--- src/shared/twbme_pkg.sv ---
package twbme_pkg;
	// Register indices; byte address is four times the index
	localparam logic [2:0] IDX_STATUS = 3'h1;
	localparam logic [2:0] IDX_ADDR = 3'h2;
	localparam logic [2:0] IDX_DATA = 3'h3;
	localparam logic [2:0] IDX_CTRL = 3'h4;
	localparam int IDX_LSB = 2;
	localparam int IDX_MSB = 4;

	// Control field positions
	localparam int CTRL_FLAG = 7;
	localparam int CTRL_ACK = 6;
	localparam int CTRL_START = 5;
	localparam int CTRL_STOP = 4;
	localparam int CTRL_WCOL = 3;
	localparam int CTRL_EN = 2;
	localparam int CTRL_IE = 0;

	// Values after reset
	localparam logic [7:0] RST_ADDR = 8'hfe;
	localparam logic [7:0] RST_DATA = 8'hff;

	// Status codes
	localparam logic [7:0] ST_NONE = 8'hf8;
	localparam logic [7:0] ST_BUS_ERR = 8'h00;
	localparam logic [7:0] ST_START = 8'h08;
	localparam logic [7:0] ST_RESTART = 8'h10;
	localparam logic [7:0] ST_AW_ACK = 8'h18;
	localparam logic [7:0] ST_AW_NACK = 8'h20;
	localparam logic [7:0] ST_TX_ACK = 8'h28;
	localparam logic [7:0] ST_TX_NACK = 8'h30;
	localparam logic [7:0] ST_ARB_LOST = 8'h38;
	localparam logic [7:0] ST_AR_ACK = 8'h40;
	localparam logic [7:0] ST_AR_NACK = 8'h48;
	localparam logic [7:0] ST_RX_ACK = 8'h50;
	localparam logic [7:0] ST_RX_NACK = 8'h58;
	localparam logic [7:0] ST_SR_OWN = 8'h60;
	localparam logic [7:0] ST_SR_OWN_ARB = 8'h68;
	localparam logic [7:0] ST_SR_GC = 8'h70;
	localparam logic [7:0] ST_SR_GC_ARB = 8'h78;
	localparam logic [7:0] ST_SR_DATA_ACK = 8'h80;
	localparam logic [7:0] ST_SR_DATA_NACK = 8'h88;
	localparam logic [7:0] ST_SR_GCD_ACK = 8'h90;
	localparam logic [7:0] ST_SR_GCD_NACK = 8'h98;
	localparam logic [7:0] ST_SR_STOP = 8'ha0;

	// Master bus timing
	localparam int CLK_PERIOD_NS = 20;
	localparam int SCL_HALF_NS = 5000;
	localparam int SCL_HALF_CYCLES =
		(SCL_HALF_NS + CLK_PERIOD_NS - 1) / CLK_PERIOD_NS;
	localparam int TICK_W = 12;

	// Engine states, Gray coded in the order listed
	typedef enum logic [2:0] {
		ST_IDLE = 3'b000,
		ST_MSTART = 3'b001,
		ST_MBIT = 3'b011,
		ST_MACK = 3'b010,
		ST_MSTOP = 3'b110,
		ST_SBIT = 3'b111,
		ST_SACK = 3'b101,
		ST_HOLD = 3'b100
	} twbme_state_t;
endpackage

--- src/shared/twbme_reg_if.sv ---
`timescale 1ns/100ps
interface twbme_reg_if;
	logic wr;
	logic [2:0] wr_idx;
	logic [7:0] wdata;
	logic [2:0] rd_idx;
	logic [7:0] rdata;
	modport bus (output wr, output wr_idx, output wdata, output rd_idx,
		input rdata);
	modport regs (input wr, input wr_idx, input wdata, input rd_idx,
		output rdata);
endinterface

--- src/shared/twbme_line_if.sv ---
`timescale 1ns/100ps
interface twbme_line_if;
	logic scl;
	logic sda;
	logic scl_rise;
	logic scl_fall;
	logic start_seen;
	logic stop_seen;
	modport sync (output scl, output sda, output scl_rise, output scl_fall,
		output start_seen, output stop_seen);
	modport engine (input scl, input sda, input scl_rise, input scl_fall,
		input start_seen, input stop_seen);
endinterface

--- src/twbme_top.sv ---
// Chosen here: the AHB-Lite slave port and the placing of the registers.
`timescale 1ns/100ps
// How it works
// - Set flag stalls bus, as master or addressed slave, until software clears
// - Hardware never clears the interrupt flag
// - Writing one clears flag; engine resumes
// - Start request waits for free bus, 08
// - Address with write acked: 18, 20, 38
// - Data write with flag low sets collision
// - Stop request in master sends STOP
// - Repeated start reports 10, keeps bus
// - Address with read acked: 40, 48, 38
// - Received byte readable while flag set
// - Own address upper bits, bit 0 general call
// - Own address or general call, write: slave
// - Lost arbitration then addressed: 68 or 78
// - Acknowledge off: not-acknowledge after next byte
// - Acknowledge off ignores own address
// - Sleeping: recognise address, wake, hold SCL
// - Data not updated by address during sleep
// - Read high, write low, ack low, nack high
// - Status reads F8 when nothing pending
// - Misplaced START or STOP: bus error 00
module twbme_top #(
	parameter int HALF_CYCLES = twbme_pkg::SCL_HALF_CYCLES
) (
	// Clock and reset
	input wire logic clk,
	input wire logic rst,
	// AHB-Lite register port
	input wire logic hsel,
	input wire logic [31:0] haddr,
	input wire logic [1:0] htrans,
	input wire logic hwrite,
	input wire logic [2:0] hsize,
	input wire logic [31:0] hwdata,
	input wire logic hready,
	output logic hreadyout,
	output logic hresp,
	output logic [31:0] hrdata,
	// Two-wire bus, open drain
	input wire logic scl_i,
	output logic scl_o,
	output logic scl_oe_n,
	input wire logic sda_i,
	output logic sda_o,
	output logic sda_oe_n,
	// Sleep handshake
	input wire logic clocks_stopped,
	output logic wake_request
);
	twbme_reg_if rif ();
	twbme_line_if line ();

	twbme_ahb_slave u_ahb (
		.clk(clk),
		.rst(rst),
		.hsel(hsel),
		.haddr(haddr),
		.htrans(htrans),
		.hwrite(hwrite),
		.hsize(hsize),
		.hwdata(hwdata),
		.hready(hready),
		.hreadyout(hreadyout),
		.hresp(hresp),
		.hrdata(hrdata),
		.rif(rif)
	);

	twbme_line_sync u_sync (
		.clk(clk),
		.rst(rst),
		.scl_i(scl_i),
		.sda_i(sda_i),
		.line(line)
	);

	// Half-period tick for master timing
	logic [twbme_pkg::TICK_W-1:0] tcnt, next_tcnt;
	logic tick;
	assign tick = (tcnt == twbme_pkg::TICK_W'(HALF_CYCLES - 1));
	always_comb begin
		next_tcnt = tick ? '0 : tcnt + 1'b1;
	end
	always_ff @(posedge clk) begin
		if (rst) begin
			tcnt <= '0;
		end else begin
			tcnt <= next_tcnt;
		end
	end

	// Control, data and engine state
	logic flag, next_flag;
	logic ack_en, next_ack_en;
	logic start_req, next_start_req;
	logic stop_req, next_stop_req;
	logic wcol, next_wcol;
	logic enable, next_enable;
	logic int_en, next_int_en;
	logic [7:0] own_addr, next_own_addr;
	logic [7:0] data, next_data;
	logic [7:0] status, next_status;
	twbme_pkg::twbme_state_t state, next_state;
	logic [1:0] phase, next_phase;
	logic [3:0] bitcnt, next_bitcnt;
	logic [7:0] shift, next_shift;
	logic is_master, next_is_master;
	logic m_rx, next_m_rx;
	logic addr_byte, next_addr_byte;
	logic arb_lost, next_arb_lost;
	logic gc_hit, next_gc_hit;
	logic addressed, next_addressed;
	logic bus_busy, next_bus_busy;
	logic next_scl_oe_n, next_sda_oe_n, next_wake;
	logic [7:0] rx;
	logic own_match, gc_match, set_flag, misplaced;

	assign rx = {shift[6:0], line.sda};
	assign own_match = shift[7:1] == own_addr[7:1];
	assign gc_match = shift[7:1] == 7'h00 && own_addr[0];

	// Register read mux; reserved bits read zero
	always_comb begin
		unique case (rif.rd_idx)
			twbme_pkg::IDX_STATUS: rif.rdata = flag ? status
				: twbme_pkg::ST_NONE;
			twbme_pkg::IDX_ADDR: rif.rdata = own_addr;
			twbme_pkg::IDX_DATA: rif.rdata = data;
			twbme_pkg::IDX_CTRL: rif.rdata = {flag, ack_en, start_req,
				stop_req, wcol, enable, 1'b0, int_en};
			default: rif.rdata = 8'h00;
		endcase
	end

	// Software writes, then the bus engine; engine sets win
	always_comb begin
		next_flag = flag;
		next_ack_en = ack_en;
		next_start_req = start_req;
		next_stop_req = stop_req;
		next_wcol = wcol;
		next_enable = enable;
		next_int_en = int_en;
		next_own_addr = own_addr;
		next_data = data;
		next_status = status;
		next_state = state;
		next_phase = phase;
		next_bitcnt = bitcnt;
		next_shift = shift;
		next_is_master = is_master;
		next_m_rx = m_rx;
		next_addr_byte = addr_byte;
		next_arb_lost = arb_lost;
		next_gc_hit = gc_hit;
		next_addressed = addressed;
		next_bus_busy = bus_busy;
		next_scl_oe_n = scl_oe_n;
		next_sda_oe_n = sda_oe_n;
		next_wake = wake_request & clocks_stopped;
		set_flag = 1'b0;
		misplaced = line.start_seen | line.stop_seen;
		if (rif.wr) begin
			unique case (rif.wr_idx)
				twbme_pkg::IDX_CTRL: begin
					next_ack_en = rif.wdata[twbme_pkg::CTRL_ACK];
					next_start_req = rif.wdata[twbme_pkg::CTRL_START];
					next_stop_req = rif.wdata[twbme_pkg::CTRL_STOP];
					next_enable = rif.wdata[twbme_pkg::CTRL_EN];
					next_int_en = rif.wdata[twbme_pkg::CTRL_IE];
					if (rif.wdata[twbme_pkg::CTRL_FLAG]) begin
						next_flag = 1'b0;
					end
				end
				twbme_pkg::IDX_ADDR: next_own_addr = rif.wdata;
				twbme_pkg::IDX_DATA: begin
					if (flag) begin
						next_data = rif.wdata;
						next_wcol = 1'b0;
					end else begin
						next_wcol = 1'b1;
					end
				end
				default: ;
			endcase
		end
		if (line.start_seen) begin
			next_bus_busy = 1'b1;
		end
		if (line.stop_seen) begin
			next_bus_busy = 1'b0;
		end
		if (!enable) begin
			// Disabled: lines released, inputs ignored except for bus busy tracking
			next_state = twbme_pkg::ST_IDLE;
			next_scl_oe_n = 1'b1;
			next_sda_oe_n = 1'b1;
			next_is_master = 1'b0;
			next_addressed = 1'b0;
		end else begin
			unique case (state)
				twbme_pkg::ST_IDLE: begin
					next_scl_oe_n = 1'b1;
					next_sda_oe_n = 1'b1;
					next_is_master = 1'b0;
					next_arb_lost = 1'b0;
					if (line.start_seen) begin
						next_state = twbme_pkg::ST_SBIT;
						next_bitcnt = 4'h0;
						next_addr_byte = 1'b1;
						next_addressed = 1'b0;
					end else if (start_req && !flag && !bus_busy) begin
						next_state = twbme_pkg::ST_MSTART;
						next_phase = 2'h0;
					end
				end
				twbme_pkg::ST_MSTART: begin
					// Release SDA, release SCL, drop SDA, drop SCL
					if (tick) begin
						unique case (phase)
							2'h0: begin
								next_sda_oe_n = 1'b1;
								next_phase = 2'h1;
							end
							2'h1: begin
								next_scl_oe_n = 1'b1;
								next_phase = 2'h2;
							end
							2'h2: begin
								if (line.scl && line.sda) begin
									next_sda_oe_n = 1'b0;
									next_phase = 2'h3;
								end
							end
							2'h3: begin
								next_scl_oe_n = 1'b0;
								next_status = is_master
									? twbme_pkg::ST_RESTART
									: twbme_pkg::ST_START;
								next_is_master = 1'b1;
								set_flag = 1'b1;
								next_state = twbme_pkg::ST_HOLD;
							end
						endcase
					end
				end
				twbme_pkg::ST_MBIT, twbme_pkg::ST_MACK: begin
					if (misplaced) begin
						next_status = twbme_pkg::ST_BUS_ERR;
						set_flag = 1'b1;
						next_is_master = 1'b0;
						next_scl_oe_n = 1'b1;
						next_sda_oe_n = 1'b1;
						next_state = twbme_pkg::ST_HOLD;
					end else if (tick) begin
						unique case (phase)
							2'h0: begin
								if (state == twbme_pkg::ST_MACK) begin
									// Ack driven low, nack left high
									next_sda_oe_n = (m_rx && !addr_byte)
										? !ack_en : 1'b1;
								end else begin
									next_sda_oe_n = (m_rx && !addr_byte)
										? 1'b1 : shift[7];
								end
								next_phase = 2'h1;
							end
							2'h1: begin
								next_scl_oe_n = 1'b1;
								next_phase = 2'h2;
							end
							default: begin
								if (line.scl && state == twbme_pkg::ST_MBIT)
									begin
									next_shift = rx;
									next_bitcnt = bitcnt + 4'h1;
									next_phase = 2'h0;
									next_scl_oe_n = 1'b0;
									if ((!m_rx || addr_byte) && shift[7]
										&& !line.sda) begin
										// Lost: in the address byte go on listening as slave, in a data byte report 38
										next_is_master = 1'b0;
										next_arb_lost = 1'b1;
										next_scl_oe_n = 1'b1;
										next_sda_oe_n = 1'b1;
										if (addr_byte) begin
											next_state = twbme_pkg::ST_SBIT;
										end else begin
											next_status =
												twbme_pkg::ST_ARB_LOST;
											set_flag = 1'b1;
											next_state = twbme_pkg::ST_HOLD;
										end
									end else if (bitcnt == 4'h7) begin
										next_state = twbme_pkg::ST_MACK;
									end
								end else if (line.scl) begin
									next_scl_oe_n = 1'b0;
									set_flag = 1'b1;
									next_state = twbme_pkg::ST_HOLD;
									if (m_rx && !addr_byte) begin
										next_data = shift;
										next_status = line.sda
											? twbme_pkg::ST_RX_NACK
											: twbme_pkg::ST_RX_ACK;
									end else if (m_rx) begin
										next_status = line.sda
											? twbme_pkg::ST_AR_NACK
											: twbme_pkg::ST_AR_ACK;
									end else if (addr_byte) begin
										next_status = line.sda
											? twbme_pkg::ST_AW_NACK
											: twbme_pkg::ST_AW_ACK;
									end else begin
										next_status = line.sda
											? twbme_pkg::ST_TX_NACK
											: twbme_pkg::ST_TX_ACK;
									end
								end
							end
						endcase
					end
				end
				twbme_pkg::ST_MSTOP: begin
					// SDA low, release SCL, release SDA
					if (tick) begin
						unique case (phase)
							2'h0: begin
								next_sda_oe_n = 1'b0;
								next_phase = 2'h1;
							end
							2'h1: begin
								next_scl_oe_n = 1'b1;
								next_phase = 2'h2;
							end
							2'h2: begin
								if (line.scl) begin
									next_sda_oe_n = 1'b1;
									next_phase = 2'h3;
								end
							end
							2'h3: begin
								next_stop_req = 1'b0;
								next_is_master = 1'b0;
								next_state = twbme_pkg::ST_IDLE;
							end
						endcase
					end
				end
				twbme_pkg::ST_SBIT: begin
					if (misplaced && bitcnt != 4'h0) begin
						next_status = twbme_pkg::ST_BUS_ERR;
						set_flag = 1'b1;
						next_addressed = 1'b0;
						next_scl_oe_n = 1'b1;
						next_sda_oe_n = 1'b1;
						next_state = twbme_pkg::ST_HOLD;
					end else if (line.start_seen) begin
						next_addr_byte = 1'b1;
						next_addressed = 1'b0;
					end else if (line.stop_seen) begin
						if (addressed) begin
							next_status = twbme_pkg::ST_SR_STOP;
							set_flag = 1'b1;
							next_addressed = 1'b0;
							next_state = twbme_pkg::ST_HOLD;
						end else begin
							next_state = twbme_pkg::ST_IDLE;
						end
					end else if (line.scl_rise && bitcnt != 4'h8) begin
						next_shift = rx;
						next_bitcnt = bitcnt + 4'h1;
					end else if (line.scl_fall && bitcnt == 4'h8) begin
						if (addr_byte) begin
							if (!clocks_stopped) begin
								next_data = shift;
							end
							if (ack_en && !shift[0]
								&& (own_match || gc_match)) begin
								next_sda_oe_n = 1'b0;
								next_addressed = 1'b1;
								next_gc_hit = !own_match;
								next_wake = clocks_stopped;
								next_state = twbme_pkg::ST_SACK;
								if (own_match) begin
									next_status = arb_lost
										? twbme_pkg::ST_SR_OWN_ARB
										: twbme_pkg::ST_SR_OWN;
								end else begin
									next_status = arb_lost
										? twbme_pkg::ST_SR_GC_ARB
										: twbme_pkg::ST_SR_GC;
								end
							end else if (arb_lost) begin
								next_status = twbme_pkg::ST_ARB_LOST;
								set_flag = 1'b1;
								next_state = twbme_pkg::ST_HOLD;
							end else begin
								next_state = twbme_pkg::ST_IDLE;
							end
						end else begin
							next_data = shift;
							next_sda_oe_n = !ack_en;
							next_addressed = ack_en;
							next_state = twbme_pkg::ST_SACK;
							if (gc_hit) begin
								next_status = ack_en
									? twbme_pkg::ST_SR_GCD_ACK
									: twbme_pkg::ST_SR_GCD_NACK;
							end else begin
								next_status = ack_en
									? twbme_pkg::ST_SR_DATA_ACK
									: twbme_pkg::ST_SR_DATA_NACK;
							end
						end
					end
				end
				twbme_pkg::ST_SACK: begin
					if (misplaced) begin
						next_status = twbme_pkg::ST_BUS_ERR;
						set_flag = 1'b1;
						next_addressed = 1'b0;
						next_scl_oe_n = 1'b1;
						next_sda_oe_n = 1'b1;
						next_state = twbme_pkg::ST_HOLD;
					end else if (line.scl_fall) begin
						// Stretch the clock while software works, if still addressed
						next_sda_oe_n = 1'b1;
						next_scl_oe_n = !addressed;
						set_flag = 1'b1;
						next_state = twbme_pkg::ST_HOLD;
					end
				end
				twbme_pkg::ST_HOLD: begin
					if (!flag) begin
						next_phase = 2'h0;
						next_bitcnt = 4'h0;
						if (stop_req && is_master) begin
							next_state = twbme_pkg::ST_MSTOP;
						end else if (stop_req) begin
							// Error recovery: quiet release, no STOP
							next_stop_req = 1'b0;
							next_addressed = 1'b0;
							next_scl_oe_n = 1'b1;
							next_sda_oe_n = 1'b1;
							next_state = twbme_pkg::ST_IDLE;
						end else if (is_master && start_req) begin
							next_state = twbme_pkg::ST_MSTART;
						end else if (is_master) begin
							next_shift = data;
							next_addr_byte = status == twbme_pkg::ST_START
								|| status == twbme_pkg::ST_RESTART;
							if (status == twbme_pkg::ST_START
								|| status == twbme_pkg::ST_RESTART) begin
								next_m_rx = data[0];
							end
							next_state = twbme_pkg::ST_MBIT;
						end else if (addressed) begin
							next_scl_oe_n = 1'b1;
							next_addr_byte = 1'b0;
							next_state = twbme_pkg::ST_SBIT;
						end else begin
							next_scl_oe_n = 1'b1;
							next_sda_oe_n = 1'b1;
							next_state = twbme_pkg::ST_IDLE;
						end
					end
				end
				default: next_state = twbme_pkg::ST_IDLE;
			endcase
		end
		if (set_flag) begin
			next_flag = 1'b1;
		end
	end

	// Register every piece of state except the tick counter, which has its own block above
	always_ff @(posedge clk) begin
		if (rst) begin
			flag <= 1'b0;
			ack_en <= 1'b0;
			start_req <= 1'b0;
			stop_req <= 1'b0;
			wcol <= 1'b0;
			enable <= 1'b0;
			int_en <= 1'b0;
			own_addr <= twbme_pkg::RST_ADDR;
			data <= twbme_pkg::RST_DATA;
			status <= twbme_pkg::ST_NONE;
			state <= twbme_pkg::ST_IDLE;
			phase <= 2'h0;
			bitcnt <= 4'h0;
			shift <= 8'h00;
			is_master <= 1'b0;
			m_rx <= 1'b0;
			addr_byte <= 1'b0;
			arb_lost <= 1'b0;
			gc_hit <= 1'b0;
			addressed <= 1'b0;
			bus_busy <= 1'b0;
			scl_oe_n <= 1'b1;
			sda_oe_n <= 1'b1;
			wake_request <= 1'b0;
			scl_o <= 1'b0;
			sda_o <= 1'b0;
		end else begin
			flag <= next_flag;
			ack_en <= next_ack_en;
			start_req <= next_start_req;
			stop_req <= next_stop_req;
			wcol <= next_wcol;
			enable <= next_enable;
			int_en <= next_int_en;
			own_addr <= next_own_addr;
			data <= next_data;
			status <= next_status;
			state <= next_state;
			phase <= next_phase;
			bitcnt <= next_bitcnt;
			shift <= next_shift;
			is_master <= next_is_master;
			m_rx <= next_m_rx;
			addr_byte <= next_addr_byte;
			arb_lost <= next_arb_lost;
			gc_hit <= next_gc_hit;
			addressed <= next_addressed;
			bus_busy <= next_bus_busy;
			scl_oe_n <= next_scl_oe_n;
			sda_oe_n <= next_sda_oe_n;
			wake_request <= next_wake;
			scl_o <= 1'b0;
			sda_o <= 1'b0;
		end
	end
endmodule // twbme_top

--- src/twbme_line_sync.sv ---
`timescale 1ns/100ps
module twbme_line_sync (
	// Clock and reset
	input wire logic clk,
	input wire logic rst,
	// Raw bus pins
	input wire logic scl_i,
	input wire logic sda_i,
	// Conditioned lines
	twbme_line_if.sync line
);
	logic scl_m, scl_s, scl_d;
	logic sda_m, sda_s, sda_d;

	// Two stages, then one more for edge finding
	always_ff @(posedge clk) begin
		if (rst) begin
			scl_m <= 1'b1;
			scl_s <= 1'b1;
			scl_d <= 1'b1;
			sda_m <= 1'b1;
			sda_s <= 1'b1;
			sda_d <= 1'b1;
		end else begin
			scl_m <= scl_i;
			scl_s <= scl_m;
			scl_d <= scl_s;
			sda_m <= sda_i;
			sda_s <= sda_m;
			sda_d <= sda_s;
		end
	end

	// SDA moving while SCL stays high marks START or STOP
	assign line.scl = scl_s;
	assign line.sda = sda_s;
	assign line.scl_rise = scl_s & ~scl_d;
	assign line.scl_fall = ~scl_s & scl_d;
	assign line.start_seen = scl_s & scl_d & sda_d & ~sda_s;
	assign line.stop_seen = scl_s & scl_d & ~sda_d & sda_s;
endmodule // twbme_line_sync

--- src/twbme_ahb_slave.sv ---
`timescale 1ns/100ps
module twbme_ahb_slave (
	// Clock and reset
	input wire logic clk,
	input wire logic rst,
	// AHB-Lite slave
	input wire logic hsel,
	input wire logic [31:0] haddr,
	input wire logic [1:0] htrans,
	input wire logic hwrite,
	input wire logic [2:0] hsize,
	input wire logic [31:0] hwdata,
	input wire logic hready,
	output logic hreadyout,
	output logic hresp,
	output logic [31:0] hrdata,
	// Register side
	twbme_reg_if.bus rif
);
	logic wr_pend, next_wr_pend;
	logic rd_wait, next_rd_wait;
	logic [2:0] idx, next_idx;
	logic [31:0] next_hrdata;
	logic next_hreadyout;
	logic take;

	// Only word transfers exist, so hsize is not decoded
	assign take = hsel & hready & htrans[1];
	assign rif.wr = wr_pend;
	assign rif.wr_idx = idx;
	assign rif.wdata = hwdata[7:0];
	assign rif.rd_idx = idx;

	// One wait state on reads so a write just before is seen
	always_comb begin
		next_wr_pend = 1'b0;
		next_rd_wait = 1'b0;
		next_idx = idx;
		next_hrdata = hrdata;
		next_hreadyout = 1'b1;
		if (rd_wait) begin
			next_hrdata = {24'h000000, rif.rdata};
		end else if (take) begin
			next_idx = haddr[twbme_pkg::IDX_MSB:twbme_pkg::IDX_LSB];
			next_wr_pend = hwrite;
			next_rd_wait = ~hwrite;
			next_hreadyout = hwrite;
		end
	end

	always_ff @(posedge clk) begin
		if (rst) begin
			wr_pend <= 1'b0;
			rd_wait <= 1'b0;
			idx <= 3'h0;
			hrdata <= 32'h00000000;
			hreadyout <= 1'b1;
			hresp <= 1'b0;
		end else begin
			wr_pend <= next_wr_pend;
			rd_wait <= next_rd_wait;
			idx <= next_idx;
			hrdata <= next_hrdata;
			hreadyout <= next_hreadyout;
			hresp <= 1'b0;
		end
	end
endmodule // twbme_ahb_slave

--- config.mk ---
export PLATFORM = sky130hd
export DESIGN_NAME = twbme_top
export DESIGN_NICKNAME = d
export VERILOG_FILES = /design/src/shared/twbme_pkg.sv /design/src/shared/twbme_reg_if.sv /design/src/shared/twbme_line_if.sv /design/src/twbme_top.sv /design/src/twbme_line_sync.sv /design/src/twbme_ahb_slave.sv
export SDC_FILE = /design/constraint.sdc
export NUM_CORES = 1
export LEC_CHECK = 0
export ABC_AREA = 1
export ABC_CLOCK_PERIOD_IN_PS = 5830
export BUFFER_PORTS_ARGS = -buffer_cell sky130_fd_sc_hd__buf_2
export CORE_MARGIN = 2
export CORE_UTILIZATION = 60
export DETAILED_ROUTE_END_ITERATION = 10
export PLACE_DENSITY = 0.89
export SYNTH_ARGS = -nofsm -noshare
export SYNTH_HDL_FRONTEND = slang
export SYNTH_SLANG_ARGS = --single-unit
--- constraint.sdc ---
create_clock -name clk -period 5.83 [get_ports clk]
set_input_delay 0.8745 -clock clk [delete_from_list [all_inputs] [get_ports clk]]
set_output_delay 0.8745 -clock clk [all_outputs]
set_load 0.005 [all_outputs]
==> results_dict.tcl <==
set metrics [dict create \
    worstPathCellList "nor2_2, inv_2, nor2_4, nand2_1, a21oi_1, nor4_4, nand2_2, clkinv_1, nor2_1, nor2_1" \
    worstSetupPathType "reg -> reg" \
    final_common_cell "nand2_1" \
    rsz0062_at_grt "false" \
    maxSlewViolCount 0 \
    hold_class "reg -> reg" \
    synthArstFlopShare_pct 0 \
    place_ws_ns 3.48 \
    setup_viol 0 \
    grt_max_degree 47 \
    fillerInstances 881 \
    nets 958 \
    area_delta_synth_final_pct 5.51 \
    num_vias 5749 \
    fp.coreArea_um2 9280 \
    fin_hold_ws_ns 0.425 \
    synth_edf_count 0 \
    syn_area_um2 5750 \
    drc 0 \
    diodes 0 \
    crit_fanout 12 \
    initial_utilization_pct 61.9 \
    required_ns 6.11 \
    grt_pass1_vias 4954 \
    grt_overflow 0 \
    cts_tree "done" \
    status "finished, final reports clean" \
    final_util_pct 65.3 \
    placed_area_um2 5840 \
    cts_made_buffers 9 \
    grt_use_total_pct 32.2 \
    gp_congestion 1.02 \
    cts_max_level 3 \
    leakage_nw 2.68 \
    clk_latency_ns 0.39 \
    irDropWorstVdd_v 0.000229 \
    wl_per_cell_um 16.3 \
    max-cap-violations 0 \
    post-route-period-util_pct 42.5 \
    synthTopCellsByArea "dfxtp_1, nand2_1, inv_1, o21ai_0, nor2_1" \
    cts_resized 0 \
    layout-drive-gt1-share_pct 14.1 \
    cp.arrival_ns 2.76 \
    chipWidth_um 102 \
    pin_count 116 \
    yosysTopAreaCellShare_pct 30.3 \
    final_area_um2 6060 \
    drt-initial-drc-count 579 \
    wl_um 16400 \
    clkSinkCount 87 \
    power.density_nw_per_um2 189 \
    seq_area_frac_synth_pct 30.3 \
    cts.path.max_buffers 2 \
    synthDistinctLibCells 53 \
    antenna_left 0 \
    die-area_um2 10400 \
    post-cts-setup-buffers 0 \
    synth.ff_latch_count 87 \
    dp_hpwl_um 12400 \
    critPathLaunchType "flop" \
    crit_path_end_kind "flop" \
    slowest_stage "dfxtp_1" \
    synth_cells 853 \
    critPathMaxStageDelay_ns 0.44 \
    final_cell_mix "nand2_1, inv_1, dfxtp_1, nor2_1, o21ai_0" \
    viasPerCell 5.71 \
    dr.pass1.iters 8 \
    grt_pass1_wl_um 25400 \
    tightest_slew_ns 0.664 \
    yosys_warnings 0 \
    syn_avg_cell_area_um2 6.74 \
    grt_antenna_before_repair 0 \
    tns_ns 0 \
    max_freq_mhz 404 \
    root_buffer "clkbuf_8" \
    hold_viol_final 0 \
    fp-row-count 35 \
    period_needed_ns 2.48 \
    ctsHoldBuffers 0 \
    yosysTopAreaCell "dfxtp_1" \
    finClkSkew_ns 0.0132 \
    die_h_um 102 \
    slew_headroom_pct 55.7 \
    path_clk_slew_ns 0.10 \
    layout_setup_ws_ns 3.35 \
    ys.flop_type "dfxtp_1" \
    cpMostUsedCell "nor2_1" \
    port_buffers 31 \
]
## layout make-up
cell class | instances | area, µm² | share of cell area, %
clock inverter | 7 | 97.6 | 1.61
clock buffer | 9 | 124 | 2.04
multi-input combinational | 629 | 3350 | 55.3
tap | 129 | 161 | 2.66
timing repair buffer | 32 | 163 | 2.68
inverter | 113 | 427 | 7.04
sequential | 87 | 1740 | 28.7
## sequential cells by signal, summed over array words and instances, names as in the netlist, 2 cells and up
register / count
bitcnt: 4
state: 3
shift: 8
u_ahb.hrdata: 8
u_ahb.rif.rd_idx: 3
phase: 2
tcnt: 12
data: 8
status: 5
own_addr: 8
## worst paths after layout
kind,startpoint,end,slack (ns),cells after the start
setup reg to reg,state[0],shift[4],3.35,10
hold / removal,u_sync.sda_m,u_sync.line.sda,0.43,1
setup / recovery,state[0],shift[4],3.35,10
hold reg to reg,u_sync.sda_m,u_sync.line.sda,0.43,1
## cells in the mapped netlist, types with 4 or more instances
| library cell | n |
|---|---|
| clkbuf_1 | 15 |
| o22ai_1 | 4 |
| nand2_2 | 6 |
| o211ai_1 | 22 |
| nor2_1 | 76 |
| o21ai_1 | 18 |
| xnor2_1 | 6 |
| buf_6 | 4 |
| o21ai_0 | 65 |
| nor2_2 | 9 |
| buf_4 | 28 |
| nand2_1 | 188 |
| nand3_1 | 50 |
| nand2_4 | 4 |
| inv_2 | 19 |
| nand4_1 | 8 |
| clkinv_1 | 4 |
| nor2_4 | 5 |
| or2_2 | 6 |
| inv_1 | 89 |
| dfxtp_1 | 87 |
| ha_1 | 9 |
| o211ai_2 | 7 |
| nor3_1 | 21 |
| a21oi_1 | 54 |
## stage by stage
stage                     power [mW]  cells
after global routing            1.17   1006
after detailed placement       0.681    990
after global placement         0.679    990
final                           1.14   1006
after floorplan                0.674    879
after CTS                       1.15   1006
## kinds of logic after synthesis
logic type	count (synthesis)	synth area share, %
fa+ha+maj	9	1.96
xor+xnor	9	1.37
simple gates	392	32.9
compound gates	192	20.3
flops	87	30.3
other cells	1	0.0652
buf+inv	163	13.1
## power by group
group          leakage, nW  internal, mW  switching (mW)
Clock                0.112         0.212           0.263
Combinational         1.86        0.0188          0.0432
Sequential           0.704         0.600         0.00651
Total                 2.68         0.831           0.313
## worst max-delay path: cells and delay by family, from the launching register on
kind | cells | cell delay (ns)
buf+inv | 2 | 0.30
simple gates | 7 | 1.24
flops | 1 | 0.44
compound gates | 1 | 0.38
## metal layers
layer | part of all wire (%) | GRT usage (%) | vias up
li1 | - | - | 2796
met3 | 10 | 7.59 | 33
met2 | 43 | 47.1 | 301
met4 | 2.2 | 9.95 | 0
met1 | 44 | 47.0 | 2619
met5 | 0 | 0 | -
No activity file was read; power rests on OpenSTA's default activity.
